--- src/ddr2_init_regs.svh ---
`ifndef DDR2_INIT_REGS_SVH
`define DDR2_INIT_REGS_SVH

// ****************************************************************
// register map, byte addresses of 32-bit words
// ****************************************************************
`define OFS_CTRL        8'h00
`define OFS_STATUS      8'h04
`define OFS_VIOL        8'h08
`define OFS_MODE_BASE   8'h10
`define CTRL_CHECK_EN   0
`define CTRL_RESET      1'b1
`define STAT_STATE_LSB  0
`define STAT_DLL_LOCK   4
`define STAT_READY      5
`define STAT_CKE        6
`define STAT_OPEN_LSB   8
`define MODE_RESET      13'h0000

// ****************************************************************
// violation flag positions, sticky, write one to clear
// ****************************************************************
`define V_RSVD          0
`define V_LM_BUSY       1
`define V_MRD           2
`define V_ORDER         3
`define V_CKE_DROP      4
`define V_EARLY         5
`define V_ACT_OPEN      6
`define V_RC            7
`define V_RRD           8
`define V_FAW           9
`define V_CLOSED        10
`define V_RCD           11
`define V_ODT           12
`define V_NOT_READY     13
`define VIOL_W          14
`define VIOL_RESET      14'h0000

// ****************************************************************
// timing: figures in their own unit, cycles derived at 100 MHz
// ****************************************************************
`define CLK_PERIOD_PS   10000
`define MIN_CYC(ns)     ((((ns) * 1000) + `CLK_PERIOD_PS - 1) / `CLK_PERIOD_PS)
`define T_POWERUP_NS    200000
`define POWERUP_CYC     `MIN_CYC(`T_POWERUP_NS)
`define T_CKE_PRE_NS    400
`define CKE_PRE_CYC     `MIN_CYC(`T_CKE_PRE_NS)
`define DLL_LOCK_CYC    200
`define T_MRD_CYC       2
`define ODT_WAIT_CYC    8
`define REF_MIN_COUNT   2
`define T_RCD_NS        15
`define RCD_CYC         `MIN_CYC(`T_RCD_NS)
`define T_RC_NS         55
`define RC_CYC          `MIN_CYC(`T_RC_NS)
`define T_RRD_NS        10
`define RRD_CYC         `MIN_CYC(`T_RRD_NS)
`define T_FAW_NS        45
`define FAW_CYC         `MIN_CYC(`T_FAW_NS)
`define FAW_SLOTS       4

`endif

--- src/ddr2_init_pkg.sv ---
`default_nettype none
package ddr2_init_pkg;

  // ****************************************************************
  // initialization progress, in the order the steps must come
  // ****************************************************************
  typedef enum logic [3:0] {
    st_power,
    st_cke_wait,
    st_emr2,
    st_emr3,
    st_emr_dll,
    st_mr_dll,
    st_pre2,
    st_ref,
    st_ocd_dflt,
    st_ocd_exit,
    st_done
  } init_state_t;

  // target of a mode load, from the bank address
  typedef enum logic [1:0] {
    sel_mr,
    sel_emr,
    sel_emr2,
    sel_emr3
  } mode_sel_t;

endpackage
`default_nettype wire

--- src/ddr2_init_and_activate.sv ---
// Notes on behaviour
// - mode registers change only on a load mode command and hold until reloaded.
// - with CKE low, outputs stay disabled and termination stays off.
// - next, reset the DLL through the mode register, A8 high; lock takes 200.
// - ready for normal access 200 cycles after the DLL reset command.
// - A10 high on precharge selects all banks; bank address picks the register.
//
// The address map and strobed register access were chosen for this implementation.
`include "ddr2_init_regs.svh"
`default_nettype none
module ddr2_init_and_activate #(
  parameter int unsigned POWERUP_CYC = `POWERUP_CYC
) (
  // clock and reset
  input  wire logic        core_clk,
  input  wire logic        rst_n,
  // command pins, sampled on the command clock
  input  wire logic        cke,
  input  wire logic        odt,
  input  wire logic        cs_n,
  input  wire logic        ras_n,
  input  wire logic        cas_n,
  input  wire logic        we_n,
  input  wire logic [2:0]  ba,
  input  wire logic [13:0] addr,
  // register port
  input  wire logic [7:0]  reg_addr,
  input  wire logic [31:0] reg_wdata,
  input  wire logic        reg_wr,
  input  wire logic        reg_rd,
  output logic      [31:0] reg_rdata,
  // device state
  output logic             out_enable,
  output logic             term_enable,
  output logic             dev_ready,
  output logic      [7:0]  bank_open
);

  // ****************************************************************
  // command decode
  // ****************************************************************

  // one-hot of a bank address, shared by activate and precharge paths
  function automatic logic [7:0] bank_hit(input logic [2:0] b);
    logic [7:0] h;
    h = 8'h00;
    h[b] = 1'b1;
    return h;
  endfunction

  // with CKE low the device takes no command at all
  wire       cmd_ok  = cke & ~cs_n;
  wire       cmd_any = cmd_ok & ~(ras_n & cas_n & we_n);
  wire       is_act  = cmd_ok & ~ras_n &  cas_n &  we_n;
  wire       is_rd   = cmd_ok &  ras_n & ~cas_n &  we_n;
  wire       is_wr   = cmd_ok &  ras_n & ~cas_n & ~we_n;
  wire       is_pre  = cmd_ok & ~ras_n &  cas_n & ~we_n;
  wire       is_ref  = cmd_ok & ~ras_n & ~cas_n &  we_n;
  wire       is_lm   = cmd_ok & ~ras_n & ~cas_n & ~we_n;
  wire       is_acc  = is_rd | is_wr;
  wire [7:0] ba_hit  = bank_hit(ba);
  wire       pre_all = is_pre & addr[10];
  wire ddr2_init_pkg::mode_sel_t lm_sel = ddr2_init_pkg::mode_sel_t'(ba[1:0]);

  // ****************************************************************
  // state
  // ****************************************************************
  ddr2_init_pkg::init_state_t state_reg;
  ddr2_init_pkg::init_state_t state_next;
  logic [12:0]           mode_reg [4];
  logic                  check_en_reg;
  logic [`VIOL_W-1:0]    viol_reg;
  logic [`VIOL_W-1:0]    viol_next;
  logic [`VIOL_W-1:0]    viol_set;
  logic [15:0]           pwr_cnt_reg;
  logic [7:0]            wait_cnt_reg;
  logic [1:0]            ref_cnt_reg;
  logic [7:0]            dll_cnt_reg;
  logic                  dll_run_reg;
  logic [3:0]            mrd_cnt_reg;
  logic [3:0]            odt_cnt_reg;
  logic [7:0]            rrd_cnt_reg;
  logic [7:0]            faw_reg [`FAW_SLOTS];
  logic                  cke_prev_reg;
  logic [31:0]           rdata_reg;
  logic                  out_en_reg;
  logic                  term_reg;
  logic [7:0]            rcd_ok;
  logic [7:0]            rc_ok;
  logic [`FAW_SLOTS-1:0] faw_busy;
  logic                  step;

  // ****************************************************************
  // per-bank open state and row timers
  // ****************************************************************
  genvar gb;
  generate
    for (gb = 0; gb < 8; gb++) begin : g_bank
      bank_timer u_bank (
        .core_clk (core_clk),
        .rst_n    (rst_n),
        .act      (is_act & ba_hit[gb]),
        .pre      (is_pre & (addr[10] | ba_hit[gb])),
        .is_open  (bank_open[gb]),
        .rcd_ok   (rcd_ok[gb]),
        .rc_ok    (rc_ok[gb])
      );
    end
  endgenerate

  wire open_sel   = bank_open[ba];
  wire banks_idle = ~|bank_open;

  // ****************************************************************
  // initialization sequence tracker
  // ****************************************************************

  // which command moves the sequence on from each step
  always_comb begin
    step = 1'b0;
    case (state_reg)
      ddr2_init_pkg::st_cke_wait: step = pre_all;
      ddr2_init_pkg::st_emr2:     step = is_lm & (lm_sel == ddr2_init_pkg::sel_emr2);
      ddr2_init_pkg::st_emr3:     step = is_lm & (lm_sel == ddr2_init_pkg::sel_emr3);
      ddr2_init_pkg::st_emr_dll:
        step = is_lm & (lm_sel == ddr2_init_pkg::sel_emr) & ~addr[0];
      ddr2_init_pkg::st_mr_dll:
        step = is_lm & (lm_sel == ddr2_init_pkg::sel_mr) & addr[8];
      ddr2_init_pkg::st_pre2:     step = pre_all;
      ddr2_init_pkg::st_ref:
        step = is_lm & (lm_sel == ddr2_init_pkg::sel_mr) & ~addr[8]
             & (ref_cnt_reg == 2'(`REF_MIN_COUNT));
      ddr2_init_pkg::st_ocd_dflt:
        step = is_lm & (lm_sel == ddr2_init_pkg::sel_emr) & (addr[9:7] == 3'h7);
      ddr2_init_pkg::st_ocd_exit:
        step = is_lm & (lm_sel == ddr2_init_pkg::sel_emr) & (addr[9:7] == 3'h0);
      default:                    step = 1'b0;
    endcase
  end

  wire in_power = (state_reg == ddr2_init_pkg::st_power);
  wire in_init  = ~in_power & (state_reg != ddr2_init_pkg::st_done);
  wire in_ref   = (state_reg == ddr2_init_pkg::st_ref);
  wire cke_rise = cke & ~cke_prev_reg;

  // steps advance in enum order; power leaves on the rising CKE
  assign state_next = (in_power & cke_rise) ? ddr2_init_pkg::st_cke_wait :
                      (in_init & step) ? ddr2_init_pkg::init_state_t'(state_reg + 4'h1) :
                      state_reg;

  always_ff @(posedge core_clk or negedge rst_n) begin
    if (!rst_n) begin
      state_reg    <= ddr2_init_pkg::st_power;
      cke_prev_reg <= 1'b0;
    end else begin
      state_reg    <= state_next;
      cke_prev_reg <= cke;
    end
  end

  // power-up idle time and CKE-to-precharge wait, both saturating
  always_ff @(posedge core_clk or negedge rst_n) begin
    if (!rst_n) begin
      pwr_cnt_reg  <= 16'h0000;
      wait_cnt_reg <= 8'h00;
      ref_cnt_reg  <= 2'h0;
    end else begin
      if (in_power && pwr_cnt_reg != 16'(POWERUP_CYC)) begin
        pwr_cnt_reg <= pwr_cnt_reg + 16'h0001;
      end
      if (in_power) begin
        wait_cnt_reg <= 8'(`CKE_PRE_CYC - 1);
      end else if (wait_cnt_reg != 8'h00) begin
        wait_cnt_reg <= wait_cnt_reg - 8'h01;
      end
      if (in_ref && is_ref && ref_cnt_reg != 2'(`REF_MIN_COUNT)) begin
        ref_cnt_reg <= ref_cnt_reg + 2'h1;
      end
    end
  end

  // ****************************************************************
  // mode registers, DLL lock and termination hold-off
  // ****************************************************************

  // only a load mode command writes them; the array is untouched
  always_ff @(posedge core_clk or negedge rst_n) begin
    if (!rst_n) begin
      for (int i = 0; i < 4; i++) begin
        mode_reg[i] <= `MODE_RESET;
      end
    end else if (is_lm) begin
      mode_reg[lm_sel] <= addr[12:0];
    end
  end

  wire dll_locked = dll_run_reg & (dll_cnt_reg == 8'h00);
  wire rtt_on     = mode_reg[ddr2_init_pkg::sel_emr][2] | mode_reg[ddr2_init_pkg::sel_emr][6];

  // DLL restarts on every reset load; disabling it drops the lock
  always_ff @(posedge core_clk or negedge rst_n) begin
    if (!rst_n) begin
      dll_run_reg <= 1'b0;
      dll_cnt_reg <= 8'h00;
      odt_cnt_reg <= 4'h0;
      mrd_cnt_reg <= 4'h0;
    end else begin
      if (is_lm && lm_sel == ddr2_init_pkg::sel_mr && addr[8]) begin
        dll_run_reg <= 1'b1;
        dll_cnt_reg <= 8'(`DLL_LOCK_CYC - 1);
      end else if (is_lm && lm_sel == ddr2_init_pkg::sel_emr && addr[0]) begin
        dll_run_reg <= 1'b0;
      end else if (dll_cnt_reg != 8'h00) begin
        dll_cnt_reg <= dll_cnt_reg - 8'h01;
      end
      if (is_lm && lm_sel == ddr2_init_pkg::sel_emr && (addr[2] | addr[6])) begin
        odt_cnt_reg <= 4'(`ODT_WAIT_CYC - 1);
      end else if (odt_cnt_reg != 4'h0) begin
        odt_cnt_reg <= odt_cnt_reg - 4'h1;
      end
      if (is_lm) begin
        mrd_cnt_reg <= 4'(`T_MRD_CYC - 1);
      end else if (mrd_cnt_reg != 4'h0) begin
        mrd_cnt_reg <= mrd_cnt_reg - 4'h1;
      end
    end
  end

  // ****************************************************************
  // activate spacing across banks
  // ****************************************************************

  // a slot holds one activate for the length of the window
  generate
    for (gb = 0; gb < `FAW_SLOTS; gb++) begin : g_faw
      assign faw_busy[gb] = (faw_reg[gb] != 8'h00);
    end
  endgenerate

  // lowest free slot takes the new activate
  function automatic logic [1:0] free_slot(input logic [`FAW_SLOTS-1:0] busy);
    logic [1:0] s;
    s = 2'h0;
    for (int i = `FAW_SLOTS - 1; i >= 0; i--) begin
      if (!busy[i]) begin
        s = 2'(i);
      end
    end
    return s;
  endfunction

  wire [1:0] faw_pick = free_slot(faw_busy);

  always_ff @(posedge core_clk or negedge rst_n) begin
    if (!rst_n) begin
      rrd_cnt_reg <= 8'h00;
      for (int i = 0; i < `FAW_SLOTS; i++) begin
        faw_reg[i] <= 8'h00;
      end
    end else begin
      rrd_cnt_reg <= is_act ? 8'(`RRD_CYC - 1) :
                     (rrd_cnt_reg != 8'h00) ? rrd_cnt_reg - 8'h01 : 8'h00;
      for (int i = 0; i < `FAW_SLOTS; i++) begin
        if (is_act && !(&faw_busy) && faw_pick == 2'(i)) begin
          faw_reg[i] <= 8'(`FAW_CYC - 1);
        end else if (faw_reg[i] != 8'h00) begin
          faw_reg[i] <= faw_reg[i] - 8'h01;
        end
      end
    end
  end

  // ****************************************************************
  // checks on what the controller drives
  // ****************************************************************
  assign viol_set[`V_RSVD]      = is_lm & (ba[2] | addr[13]);
  assign viol_set[`V_LM_BUSY]   = is_lm & ~banks_idle;
  assign viol_set[`V_MRD]       = cmd_any & (mrd_cnt_reg != 4'h0);
  assign viol_set[`V_ORDER]     = in_init & cmd_any & ~step & ~(in_ref & is_ref);
  assign viol_set[`V_CKE_DROP]  = in_init & ~cke;
  assign viol_set[`V_EARLY]     = (in_power & cke_rise & (pwr_cnt_reg < 16'(POWERUP_CYC)))
                                | ((state_reg == ddr2_init_pkg::st_cke_wait) & pre_all
                                   & (wait_cnt_reg != 8'h00));
  assign viol_set[`V_ACT_OPEN]  = is_act & open_sel;
  assign viol_set[`V_RC]        = is_act & ~rc_ok[ba];
  assign viol_set[`V_RRD]       = is_act & (rrd_cnt_reg != 8'h00);
  assign viol_set[`V_FAW]       = is_act & (&faw_busy);
  assign viol_set[`V_CLOSED]    = is_acc & ~open_sel;
  assign viol_set[`V_RCD]       = is_acc & open_sel & ~rcd_ok[ba];
  assign viol_set[`V_ODT]       = odt & (odt_cnt_reg != 4'h0);
  assign viol_set[`V_NOT_READY] = (is_acc | is_act) & ~dev_ready;

  // ****************************************************************
  // register port
  // ****************************************************************
  wire wr_ctrl = reg_wr & (reg_addr == `OFS_CTRL);
  wire wr_viol = reg_wr & (reg_addr == `OFS_VIOL);
  wire is_mode = (reg_addr[7:4] == 4'(`OFS_MODE_BASE >> 4));

  // a new event beats a clear in the same cycle
  assign viol_next = (viol_reg & ~(wr_viol ? reg_wdata[`VIOL_W-1:0] : `VIOL_RESET))
                   | (viol_set & {`VIOL_W{check_en_reg}});

  wire [31:0] status_word = {16'h0000, bank_open, 1'b0, cke, dev_ready, dll_locked,
                             4'(state_reg)};
  wire [31:0] rd_mux = (reg_addr == `OFS_CTRL)   ? {31'h00000000, check_en_reg} :
                       (reg_addr == `OFS_STATUS) ? status_word :
                       (reg_addr == `OFS_VIOL)   ? {18'h00000, viol_reg} :
                       is_mode ? {19'h00000, mode_reg[reg_addr[3:2]]} : 32'h00000000;

  // unmapped reads answer zero; read data stands one cycle only
  always_ff @(posedge core_clk or negedge rst_n) begin
    if (!rst_n) begin
      check_en_reg <= `CTRL_RESET;
      viol_reg     <= `VIOL_RESET;
      rdata_reg    <= 32'h00000000;
    end else begin
      if (wr_ctrl) begin
        check_en_reg <= reg_wdata[`CTRL_CHECK_EN];
      end
      viol_reg  <= viol_next;
      rdata_reg <= reg_rd ? rd_mux : 32'h00000000;
    end
  end

  // ****************************************************************
  // device outputs
  // ****************************************************************

  // termination only after the hold-off, and never while CKE is low
  always_ff @(posedge core_clk or negedge rst_n) begin
    if (!rst_n) begin
      out_en_reg <= 1'b0;
      term_reg   <= 1'b0;
    end else begin
      out_en_reg <= cke & ~mode_reg[ddr2_init_pkg::sel_emr][12];
      term_reg   <= cke & odt & rtt_on & (odt_cnt_reg == 4'h0);
    end
  end

  assign reg_rdata   = rdata_reg;
  assign out_enable  = out_en_reg;
  assign term_enable = term_reg;
  assign dev_ready   = (state_reg == ddr2_init_pkg::st_done) & dll_locked;

endmodule
`default_nettype wire

--- src/bank_timer.sv ---
`include "ddr2_init_regs.svh"
`default_nettype none
module bank_timer (
  // clock and reset
  input  wire logic core_clk,
  input  wire logic rst_n,
  // commands aimed at this bank
  input  wire logic act,
  input  wire logic pre,
  // bank state
  output logic      is_open,
  output logic      rcd_ok,
  output logic      rc_ok
);

  logic       open_reg;
  logic [7:0] rcd_reg;
  logic [7:0] rc_reg;

  // counters load at the activate and reach zero on the edge before the first legal one
  always_ff @(posedge core_clk or negedge rst_n) begin
    if (!rst_n) begin
      open_reg <= 1'b0;
      rcd_reg  <= 8'h00;
      rc_reg   <= 8'h00;
    end else begin
      if (act) begin
        open_reg <= 1'b1;
        rcd_reg  <= 8'(`RCD_CYC - 1);
        rc_reg   <= 8'(`RC_CYC - 1);
      end else begin
        if (pre) begin
          open_reg <= 1'b0;
        end
        if (rcd_reg != 8'h00) begin
          rcd_reg <= rcd_reg - 8'h01;
        end
        if (rc_reg != 8'h00) begin
          rc_reg <= rc_reg - 8'h01;
        end
      end
    end
  end

  assign is_open = open_reg;
  assign rcd_ok  = (rcd_reg == 8'h00);
  assign rc_ok   = (rc_reg == 8'h00);

endmodule
`default_nettype wire

--- config.mk ---
export PLATFORM = sky130hd
export DESIGN_NAME = ddr2_init_and_activate
export DESIGN_NICKNAME = d
export VERILOG_FILES = /design/src/ddr2_init_pkg.sv /design/src/ddr2_init_and_activate.sv /design/src/bank_timer.sv
export VERILOG_INCLUDE_DIRS = /design/src
export SDC_FILE = /design/constraint.sdc
export NUM_CORES = 1
export LEC_CHECK = 0
export ABC_AREA = 1
export BUFFER_PORTS_ARGS = -buffer_cell sky130_fd_sc_hd__buf_2
export CAP_MARGIN = 20
export CELL_PAD_IN_SITES_DETAIL_PLACEMENT = 1
export CELL_PAD_IN_SITES_GLOBAL_PLACEMENT = 1
export CORE_MARGIN = 1.5
export CORE_UTILIZATION = 38
export CTS_CLUSTER_SIZE = 28
export DETAILED_ROUTE_END_ITERATION = 8
export PLACE_DENSITY = 0.75
export SLEW_MARGIN = 20
export SYNTH_ARGS = -nofsm -noshare
export SYNTH_HDL_FRONTEND = slang
export SYNTH_SLANG_ARGS = --single-unit
--- constraint.sdc ---
create_clock -name core_clk -period 1.5 [get_ports core_clk]
set_input_delay 0.15 -clock core_clk [delete_from_list [all_inputs] [get_ports core_clk]]
set_output_delay 0.15 -clock core_clk [all_outputs]
set_load 0.05 [all_outputs]
==> results of run 1 <==
==> critical path: cells and delay by family, from the launching register on <==
family | cells | cell delay [ps]
buffers and inverters | 4 | 440
DFF | 1 | 390
adders and majority gates | 1 | 150
and+or+nand+nor | 4 | 590
==> per-layer routing <==
| metal | track usage [%] | vias up |
|---|---|---|
| met2 | 46.35 | 382 |
| met1 | 29.42 | 8191 |
| met4 | 13.25 | 2 |
| li1 | - | 7383 |
| met5 | 0 | - |
| met3 | 3.723 | 177 |
==> placed cells by master (no fill, tap or decap), types with 41 or more instances in the layout <==
cell / instances
dfrtp_1: 303
buf_4: 290
inv_1: 284
nand2_1: 269
nor2_1: 150
nand3_1: 117
o21ai_0: 110
buf_2: 68
inv_2: 66
buf_6: 62
xor2_1: 57
nor2_2: 52
nand2_2: 42
nor2_4: 42
clkbuf_16: 41
==> per-stage QoR <==
stage	setup TNS (ps)	power (mW)	instance area [um^2]	setup WS (ps)
final	-16280	43.09	23690	-778.0
after global routing	-22790	45.65	23690	-874.0
after CTS	-6940	39.29	22260	-696.4
after detailed placement	-10100	27.47	19580	-299.5
after global placement	-2869	26.22	19580	-212.5
after floorplan	-436.4	22.22	16630	-79.87
==> timing repair <==
action | CTS | global route
setup buffers | 44 | 63
pin swaps | 81 | 120
endpoints found under the setup margin | 117 | 162
cloned | 1 | 0
hold buffers | 28 | 0
endpoints found under the hold margin | 365 | 0
resized for setup | 264 | 299
==> cell families (layout without fill, tap and decap cells) <==
group           Yosys count  after routing  share of synthesized area (%)
simple gates            846            846                          23.53
buf+inv                 417            897                          10.34
flops                   309            309                          46.85
compound gates          308            308                          10.54
xor+xnor                 87             87                          4.616
fa+ha+maj                54             54                          4.093
other cells               1             16                        0.02272
==> cell type report <==
| cell class | instances | share of cell area [%] |
|---|---|---|
| Clock buffer | 57 | 5.049 |
| Clock inverter | 8 | 0.3908 |
| Inverter | 366 | 6.073 |
| Multi-Input combinational cell | 1311 | 36.61 |
| Sequential cell | 309 | 32.67 |
| Tap cell | 585 | 3.090 |
| Timing Repair Buffer | 466 | 16.12 |
==> power groups by stage <==
stage	Combinational, mW	Sequential (mW)	Clock [mW]
2_1_floorplan	9.14	13.1	0
3_3_place_gp	12.9	13.3	0
3_5_place_dp	14.0	13.5	0
4_1_cts	16.0	13.6	9.70
5_1_grt	21.4	14.2	10.0
6_report	19.5	13.9	9.59
==> worst max-delay path by stage <==
stage | to | start | cells after the start | slack [ps]
floorplan | faw_reg[10] | faw_reg[17] | 9 | -80
global placement | dev_ready | dll_cnt_reg[1] | 9 | -210
detailed placement | dev_ready | dll_cnt_reg[1] | 9 | -300
CTS | dev_ready | dll_cnt_reg[1] | 9 | -700
global route | dev_ready | dll_cnt_reg[0] | 9 | -870
finish | dev_ready | dll_cnt_reg[0] | 9 | -780
==> impl_results.md, run 1 <==
* Combinational share of power at 45.4%
* Drt first pass iters at 5
* Asr flop ratio synth at 100.0%
* Worst R2R Path Depth at 15
* Crit start category: flip-flop
* Final setup fails at 91
* Worst clock skew at 29.86 ps
* Initial Util at 38.40%
* HP Start: addr[8]
* Setup slack, reg-to-reg at -540 ps
* Avg Vias per Cell at 5.201
* Hold Violations, Final at 0
* Register Area at 7740 um^2
* Top cells by count, synth: 350 x inv_1, 320 x nand2_1, 308 x dfrtp_1, 224 x nor2_1, 156 x o21ai_0
* Std-Cell Rows at 76
* Endpoint class of the critical path: output port
* Synth area leaders: dfrtp_1 47%, inv_1 8.0%, nand2_1 7.3%
* Synth Flop Type: dfrtp_1
* CP cell instances: inv_2, ha_4, nand4_1, nor2_2, nand2_2, inv_2, nand4_1, inv_4, buf_8
* Static Leak at 11.62 nW
* Cells after DPL at 2,913
* R2r startpoint: state_reg[1]
* Core Region at 42,980 um^2
* Met3 wire length at 2554 um
* Hold Path Sink: mode_reg[21]
* DR iter-0 viols at 855
* Critical R2R Capture: state_reg[3]
* Synth warnings at 0
* Internal power at 25.91 mW
* Synth Instances at 2,022
* Min Tclk post-route at 2278 ps
* DP HPWL at 38,300 um
* Sw Ratio at 39.87%
* Yosys reg bits at 309
* Unrepaired setup endpoints after global routing: true
* H-tree Lvls at 2
* DR top layer: met5
* Clock latency at the later pin of the worst-skew pair at 570 ps
* Multi-input logic area at 8673 um^2
* Status: finished, violations left
* Top-area cell type share of the netlist area at 46.69%
* Largest area contributor in the netlist: dfrtp_1
* Hold Crit Class: in -> reg
* Cell Pwr Density at 1819 nW/um^2
* WL/cell at 20.25 um
* Seq pwr share at 32.4%
* Fin. max-slew vios at 0
* Count leader, synth: inv_1
* GR Util All Layers at 25.67%
* # port buffers at 75
* First-pass GRT wire length at 90,340 um
* Die height at 211.4 um
* Gr ovfl total at 0
* Crit-path max cell delay at 390 ps
* Mapped Avg Cell Area at 8.163 um^2
* Setup ws final at -778.0 ps
* IO Pins at 110
* M1 wire length at 23,920 um
* Worst slew pin tran at 597.3 ps
* Hold slack at 9.419 ps
* P_sw at 17.18 mW
* Die area at 44,700 um^2
* DIE WIDTH at 211.4 um
* Area Growth Syn to Fin at 43.53%
* Worst-path fanout max at 2
* Synth cell types at 56
* # clock sinks at 309
* TritonCTS buffer count at 38
* F_max at 439.0 MHz
* Via count at 16,135
* Vias in the first global route at 17,467
* Crit Path Class: reg -> out
* Largest net degree at the start of global routing at 58
* Routed Wire Length at 62,800 um
* CTS max path bufs at 3
* CTS root buf: clkbuf_16
* Max_cap viols at 0
* Antenna Nets Post-Route at 0
* CTS tree: yes
* Clock Power Share at 22.3%
* Post-synth EDFFs at 0
* Worst hold stages at 3
* Critical path data required time at 1350 ps
* Crit path arrival time at 2130 ps
* Antenna Cells at 0
* FILL cells at 5,000
* Mapped Area at 16,510 um^2
* Met2 routed WL at 33,350 um
* Failing checks: setup timing
* Finished Core Util at 55.12%
* Register area share after synthesis at 46.85%
* Ratio of cells with drive above 1 in the final layout at 36.27%
* Crit-path slowest cell: dfrtp_1
* Tcrit/Tclk final at 151.9%
* Final Non-Filler Cells at 3,102
* # nets final at 2,613
* Remaining routing DRC violations at 0
* Max-slew headroom at 60.14%
* Clock-pin slew of the registers on the worst-case setup and hold paths at 60 ps
* Initial antenna violation count at 1
* Peak VDD IR at 0.001116 V
* Global placer's final weighted congestion at 0.8751
(Power assumes the default switching activity.)
==> run 2, diff against run 1 <==
--- a/config.mk
+++ b/config.mk
@@ -11,7 +11,6 @@
 export CAP_MARGIN = 20
 export CELL_PAD_IN_SITES_DETAIL_PLACEMENT = 1
 export CELL_PAD_IN_SITES_GLOBAL_PLACEMENT = 1
-export CORE_MARGIN = 1.5
 export CORE_UTILIZATION = 38
 export CTS_CLUSTER_SIZE = 28
 export DETAILED_ROUTE_END_ITERATION = 8
@@ -20,3 +19,4 @@
 export SYNTH_ARGS = -nofsm -noshare
 export SYNTH_HDL_FRONTEND = slang
 export SYNTH_SLANG_ARGS = --single-unit
+export TNS_END_PERCENT = 1
==> impl_results.md, run 2 (same netlist as run 1, synthesis figures left out) <==
* Vias in the first global route at 17,217
* Antenna Nets Post-Route at 0
* Crit-path max cell delay at 400 ps
* TritonCTS buffer count at 38
* Crit start category: flip-flop
* Max-slew headroom at 65.37%
* Clock latency at the later pin of the worst-skew pair at 570 ps
* GR Util All Layers at 24.25%
* Cell Pwr Density at 1756 nW/um^2
* Hold Violations, Final at 0
* Endpoint class of the critical path: flip-flop
* Static Leak at 11.11 nW
* Final setup fails at 49
* Final Power at 38.54 mW
* DR iter-0 viols at 744
* First-pass GRT wire length at 86,190 um
* Ratio of cells with drive above 1 in the final layout at 26.03%
* Avg Vias per Cell at 5.046
* # port buffers at 75
* Max_cap viols at 0
* H-tree Lvls at 2
* # clock sinks at 309
* Crit path buf inv count at 8
* Global placer's final weighted congestion at 0.9100
* Fin. max-slew vios at 0
* Status: finished, violations left
* Tcrit/Tclk final at 151.5%
* Failing checks: setup timing
* Critical path data required time at 1980 ps
* Std-Cell Rows at 75
* Met3 GRT Util at 3.680%
* Design area at 21,950 um^2
* Sum Neg Setup Slack at -10,250 ps
* CTS root buf: clkbuf_16
* Via count at 15,381
* Routed Wire Length at 53,360 um
* Crit-path slowest cell: dfrtp_1
* DP HPWL at 37,670 um
* Largest net degree at the start of global routing at 64
* Peak VDD IR at 0.0008569 V
* IO Pins at 110
* Worst slew pin tran at 514.0 ps
* DIE WIDTH at 210.4 um
* # nets final at 2,563
* WL/cell at 17.51 um
* Most used cell, CP: buf_4
* Initial antenna violation count at 2
* DP Area at 19,690 um^2
* Setup ws final at -772.9 ps
* Cell family with most CP delay: buffers and inverters
* Area Growth Syn to Fin at 32.97%
* Drt first pass iters at 5
* Die area at 44,270 um^2
* Worst clock skew at 25.54 ps
* Clock-pin slew of the registers on the worst-case setup and hold paths at 60 ps
* Hold slack at 29.25 ps
* CP cell instances: inv_2, ha_4, nand4_1, nor2_2, nand2_2, buf_4, buf_4, buf_4, buf_4, buf_4, nand2_4, inv_4, nor2_4, inv_1, o21ai_1
* FILL cells at 5,148
* M1 GR Usage at 28.69%
* Hold Crit Class: in -> async
* Crit Path Class: reg -> reg
* F_max at 440.0 MHz
* Min Tclk post-route at 2273 ps
* Global routing's busiest layer: met2
* Worst-path fanout max at 5
* CTS max path bufs at 3
* Die height at 210.4 um
* Gr ovfl total at 0
* Remaining routing DRC violations at 0
* Commonest non-fill, non-tap cell in the layout: inv_1
* Core Region at 42,420 um^2
* M2 GR Usage at 43.96%
* Initial Util at 38.91%
* CTS tree: yes
* Most frequent cells in the layout: 324 x inv_1, 308 x nand2_1, 304 x dfrtp_1
* Unrepaired setup endpoints after global routing: true
* Crit path arrival time at 2750 ps
* Setup slack, reg-to-reg at -770 ps
==> run 2: changes by cell type in the layout (fill, tap and decap cells not counted), moves of 24 or more <==
cell and delta:
buf_6 -46, inv_1 +40, nand2_1 +39, nor2_1 +38
inv_2 -29, o21ai_0 +28, nor2_4 -25, nand2_2 -24
==> run 2: routing by layer <==
layer  vias to the layer above  share of wire (%)
met5                         -                  0
met4                         0                3.4
met3                       113                4.5
met2                       334                 52
met1                      7648                 41
li1                       7286                  -
==> run 2: layout make-up <==
class	count	area (um^2)	area share, %
diodes	1	2.502	0.01140
clock buffers	56	1100	5.011
clock inverters	12	157.7	0.7183
inverters	366	1391	6.339
multi-input cells	1311	7609	34.67
flip-flops and latches	309	7739	35.26
well taps	577	721.9	3.289
repair buffers	416	3228	14.71
==> run 2: timing repair <==
action,CTS,global route
endpoints found under the setup margin,107,161
pin swaps,12,12
buffers inserted,19,1
hold buffers,31,0
gates cloned,0,0
hold endpoints to repair,372,0
gates resized for setup,93,91
==> run 2: worst paths after layout <==
| kind | from | cells after the start | to |
|---|---|---|---|
| max in group asynchronous | rst_n | 3 | g_bank[5].u_bank.rc_reg[2] |
| min reg2reg | rrd_cnt_reg[0] | 1 | rrd_cnt_reg[0] |
| min | rst_n | 2 | odt_cnt_reg[2] |
| max | dll_cnt_reg[0] | 15 | dll_cnt_reg[7] |
| min in group core_clk | addr[10] | 3 | mode_reg[10] |
| max reg2reg | dll_cnt_reg[0] | 15 | dll_cnt_reg[7] |
==> run 2: worst reg2reg max path, cell delays in order (launching register included) <==
cell	delay, ps
dfrtp_1	400
inv_2	90
ha_4	130
nand4_1	150
nor2_2	180
nand2_2	70
buf_4	130
buf_4	120
buf_4	130
buf_4	120
buf_4	130
nand2_4	90
inv_4	70
nor2_4	110
inv_1	90
o21ai_1	170
==> run 2: power breakdown <==
group | switching, mW | total (mW) | leakage (nW) | internal, mW
registers | 2.07 | 13.5 | 3.80 | 11.4
logic | 8.76 | 15.7 | 6.69 | 6.90
clock network | 3.78 | 9.39 | 0.620 | 5.61
total | 14.6 | 38.5 | 11.1 | 23.9
==> run 2: metrics by stage <==
step	worst slack (ps)	cells	util (%)
2_1_floorplan	-80.68	2037	-
3_3_place_gp	-207.3	2928	46.42
3_5_place_dp	-291.1	2928	46.42
4_1_cts	-658.5	3046	51.09
5_1_grt	-853.6	3048	51.75
6_report	-772.9	3048	51.75
==> run 3, diff against run 2 <==
--- a/config.mk
+++ b/config.mk
@@ -6,7 +6,6 @@
 export SDC_FILE = /design/constraint.sdc
 export NUM_CORES = 1
 export LEC_CHECK = 0
-export ABC_AREA = 1
 export BUFFER_PORTS_ARGS = -buffer_cell sky130_fd_sc_hd__buf_2
 export CAP_MARGIN = 20
 export CELL_PAD_IN_SITES_DETAIL_PLACEMENT = 1
@@ -14,7 +13,7 @@
 export CORE_UTILIZATION = 38
 export CTS_CLUSTER_SIZE = 28
 export DETAILED_ROUTE_END_ITERATION = 8
-export PLACE_DENSITY = 0.75
+export PLACE_DENSITY = 0.72
 export SLEW_MARGIN = 20
 export SYNTH_ARGS = -nofsm -noshare
 export SYNTH_HDL_FRONTEND = slang
==> impl_results.md, run 3 <==
* Initial Util at 38.81%
* DP Area at 19,390 um^2
* Final setup fails at 142
* Worst R2R Path Depth at 7
* Register area share after synthesis at 49.70%
* Most frequent cells in the layout: 363 x buf_4, 308 x dfrtp_1, 200 x nor2_1
* R2r startpoint: dll_cnt_reg[4]
* Commonest non-fill, non-tap cell in the layout: buf_4
* Gr ovfl total at 0
* Crit path arrival time at 2400 ps
* Worst hold stages at 4
* Hold Path Sink: viol_reg[5]
* Count leader, synth: dfrtp_1
* Ratio of cells with drive above 1 in the final layout at 37.64%
* Mapped Area at 15,560 um^2
* Asr flop ratio synth at 100.0%
* Synth area leaders: dfrtp_1 50%, nor2_1 5.0%, ha_1 4.3%
* CTS tree: yes
* Mapped Avg Cell Area at 10.34 um^2
* Die area at 41,760 um^2
* IO Pins at 110
* HP Start: reg_wdata[5]
* Peak VDD IR at 0.001229 V
* Synth cell types at 73
* # nets final at 2,107
* Worst-path fanout max at 2
* Yosys reg bits at 309
* CTS root buf: clkbuf_16
* Remaining routing DRC violations at 0
* DR iter-0 viols at 646
* Min Tclk post-route at 2553 ps
* Clock-pin slew of the registers on the worst-case setup and hold paths at 60 ps
* Cell Pwr Density at 1816 nW/um^2
* H-tree Lvls at 2
* Hold slack at 37.13 ps
* # port buffers at 75
* Antenna Nets Post-Route at 0
* Die height at 204.4 um
* Register Area at 7734 um^2
* Unrepaired setup endpoints after global routing: true
* Fin. max-slew vios at 0
* Setup ws final at -1053 ps
* Synth Instances at 1,505
* Largest area contributor in the netlist: dfrtp_1
* CP cell instances: or4_4, or4b_4, nor3_4, buf_6
* Multi-input logic area at 8100 um^2
* Routed Wire Length at 51,600 um
* Static Leak at 10.06 nW
* Global placer's final weighted congestion at 0.8500
* Area Growth Syn to Fin at 41.24%
* Largest net degree at the start of global routing at 54
* Synth warnings at 0
* CTS max path bufs at 3
* DP HPWL at 34,000 um
* Worst clock skew at 29.59 ps
* Finished Core Util at 54.81%
* First-pass GRT wire length at 81,030 um
* Critical R2R Capture: dll_cnt_reg[7]
* F_max at 391.7 MHz
* Max_cap viols at 0
* WL/cell at 20.32 um
* Critical path data required time at 1350 ps
* Avg Vias per Cell at 5.358
* Std-Cell Rows at 73
* Top cells by count, synth: 308 x dfrtp_1, 207 x nor2_1, 121 x nand2_1, 75 x inv_1, 68 x xnor2_1
* Setup slack, reg-to-reg at -750 ps
* Final Non-Filler Cells at 2,540
* TritonCTS buffer count at 38
* Clock latency at the later pin of the worst-skew pair at 570 ps
* Endpoint class of the critical path: output port
* Status: finished, violations left
* Top-area cell type share of the netlist area at 49.53%
* DIE WIDTH at 204.4 um
* Crit-path slowest cell: or4_4
* Crit path buf inv count at 1
* Tcrit/Tclk final at 170.2%
* Vias in the first global route at 15,197
* Crit start category: flip-flop
* Drt first pass iters at 5
* # clock sinks at 309
* Core Region at 40,100 um^2
* Initial antenna violation count at 4
* Cell family with most CP delay: simple AND/OR/NAND/NOR gates
* Crit Path Class: reg -> out
* Post-synth EDFFs at 0
* Cells after DPL at 2,439
* Design area at 21,980 um^2
* Crit-path max cell delay at 550 ps
* Hold Crit Class: in -> reg
* Hold Violations, Final at 0
* Via count at 13,610
* Failing checks: setup timing
* GR Util All Layers at 24.51%
* Pre-CTS WS at -695.3 ps
* Synth Flop Type: dfrtp_1
* FILL cells at 4,310
run 3: kinds of logic (layout without fill, tap and decap cells):
logic type,Yosys count,after routing,synth area share [%]
muxes,83,83,7.052
and+or+nand+nor,619,619,20.22
buffers and inverters,142,633,4.133
other,1,20,0.02410
AOI/OAI and AO/OA,167,167,7.213
adders and majority gates,54,54,4.342
DFF,309,309,49.70
xor gates and xnor gates,130,130,7.317
run 3: worst max-delay path by stage:
stage,start,to,slack (ps),cells past startpoint
after CTS,dll_cnt_reg[4],dev_ready,-1060,4
after detailed placement,dll_cnt_reg[4],dll_cnt_reg[0],-700,6
after global routing,dll_cnt_reg[4],dev_ready,-1100,4
after floorplan,dll_cnt_reg[4],viol_reg[13],-850,6
after global placement,dll_cnt_reg[4],dll_cnt_reg[6],-630,6
final,dll_cnt_reg[4],dev_ready,-1050,4
run 3: routing by layer:
layer	share of wire (%)	track usage, %	up-vias	wire length, um
li1	-	-	6203	-
met3	4.4	3.811	123	2247
met5	0	0	-	0
met1	40	29.06	6976	20560
met4	3.5	9.995	0	1820
met2	52	43.98	308	26970
run 3: timing repair:
| action | 4_1_cts | 5_1_grt |
|---|---|---|
| setup endpoints to repair | 188 | 201 |
| hold buffers | 30 | 0 |
| setup buffers | 0 | 2 |
| pin swaps | 49 | 42 |
| endpoints found under the hold margin | 339 | 0 |
| resized for setup | 132 | 87 |
run 3: stage by stage:
stage,TNS [ps],power [mW]
after floorplan,-50960,20.60
after global placement,-51260,26.58
after detailed placement,-62800,27.69
after CTS,-31280,38.84
after global routing,-46870,42.35
final,-33700,39.90
run 3: where the power goes:
part           switching, mW  total [mW]  leakage (nW)  internal [mW]
combinational           8.09        16.6          5.58           8.54
sequential              2.30        13.5          3.83           11.2
clock                   3.78        9.76         0.643           5.98
total                   14.2        39.9          10.1           25.7
run 3: worst register-to-register path: cells and delay by family, from the launching register on:
family / cells / cell delay (ps)
DFF: 1 / 380
and+or+nand+nor: 4 / 1250
xor gates and xnor gates: 1 / 190
buffers and inverters: 2 / 300
run 3: cell type report:
class / count / area share, %
multi-input combinational: 1069 / 36.86
sequential: 309 / 35.19
inverter: 75 / 1.281
tap: 525 / 2.989
antenna: 4 / 0.04555
timing repair buffer: 493 / 17.66
clock inverter: 13 / 0.9963
clock buffer: 52 / 4.982
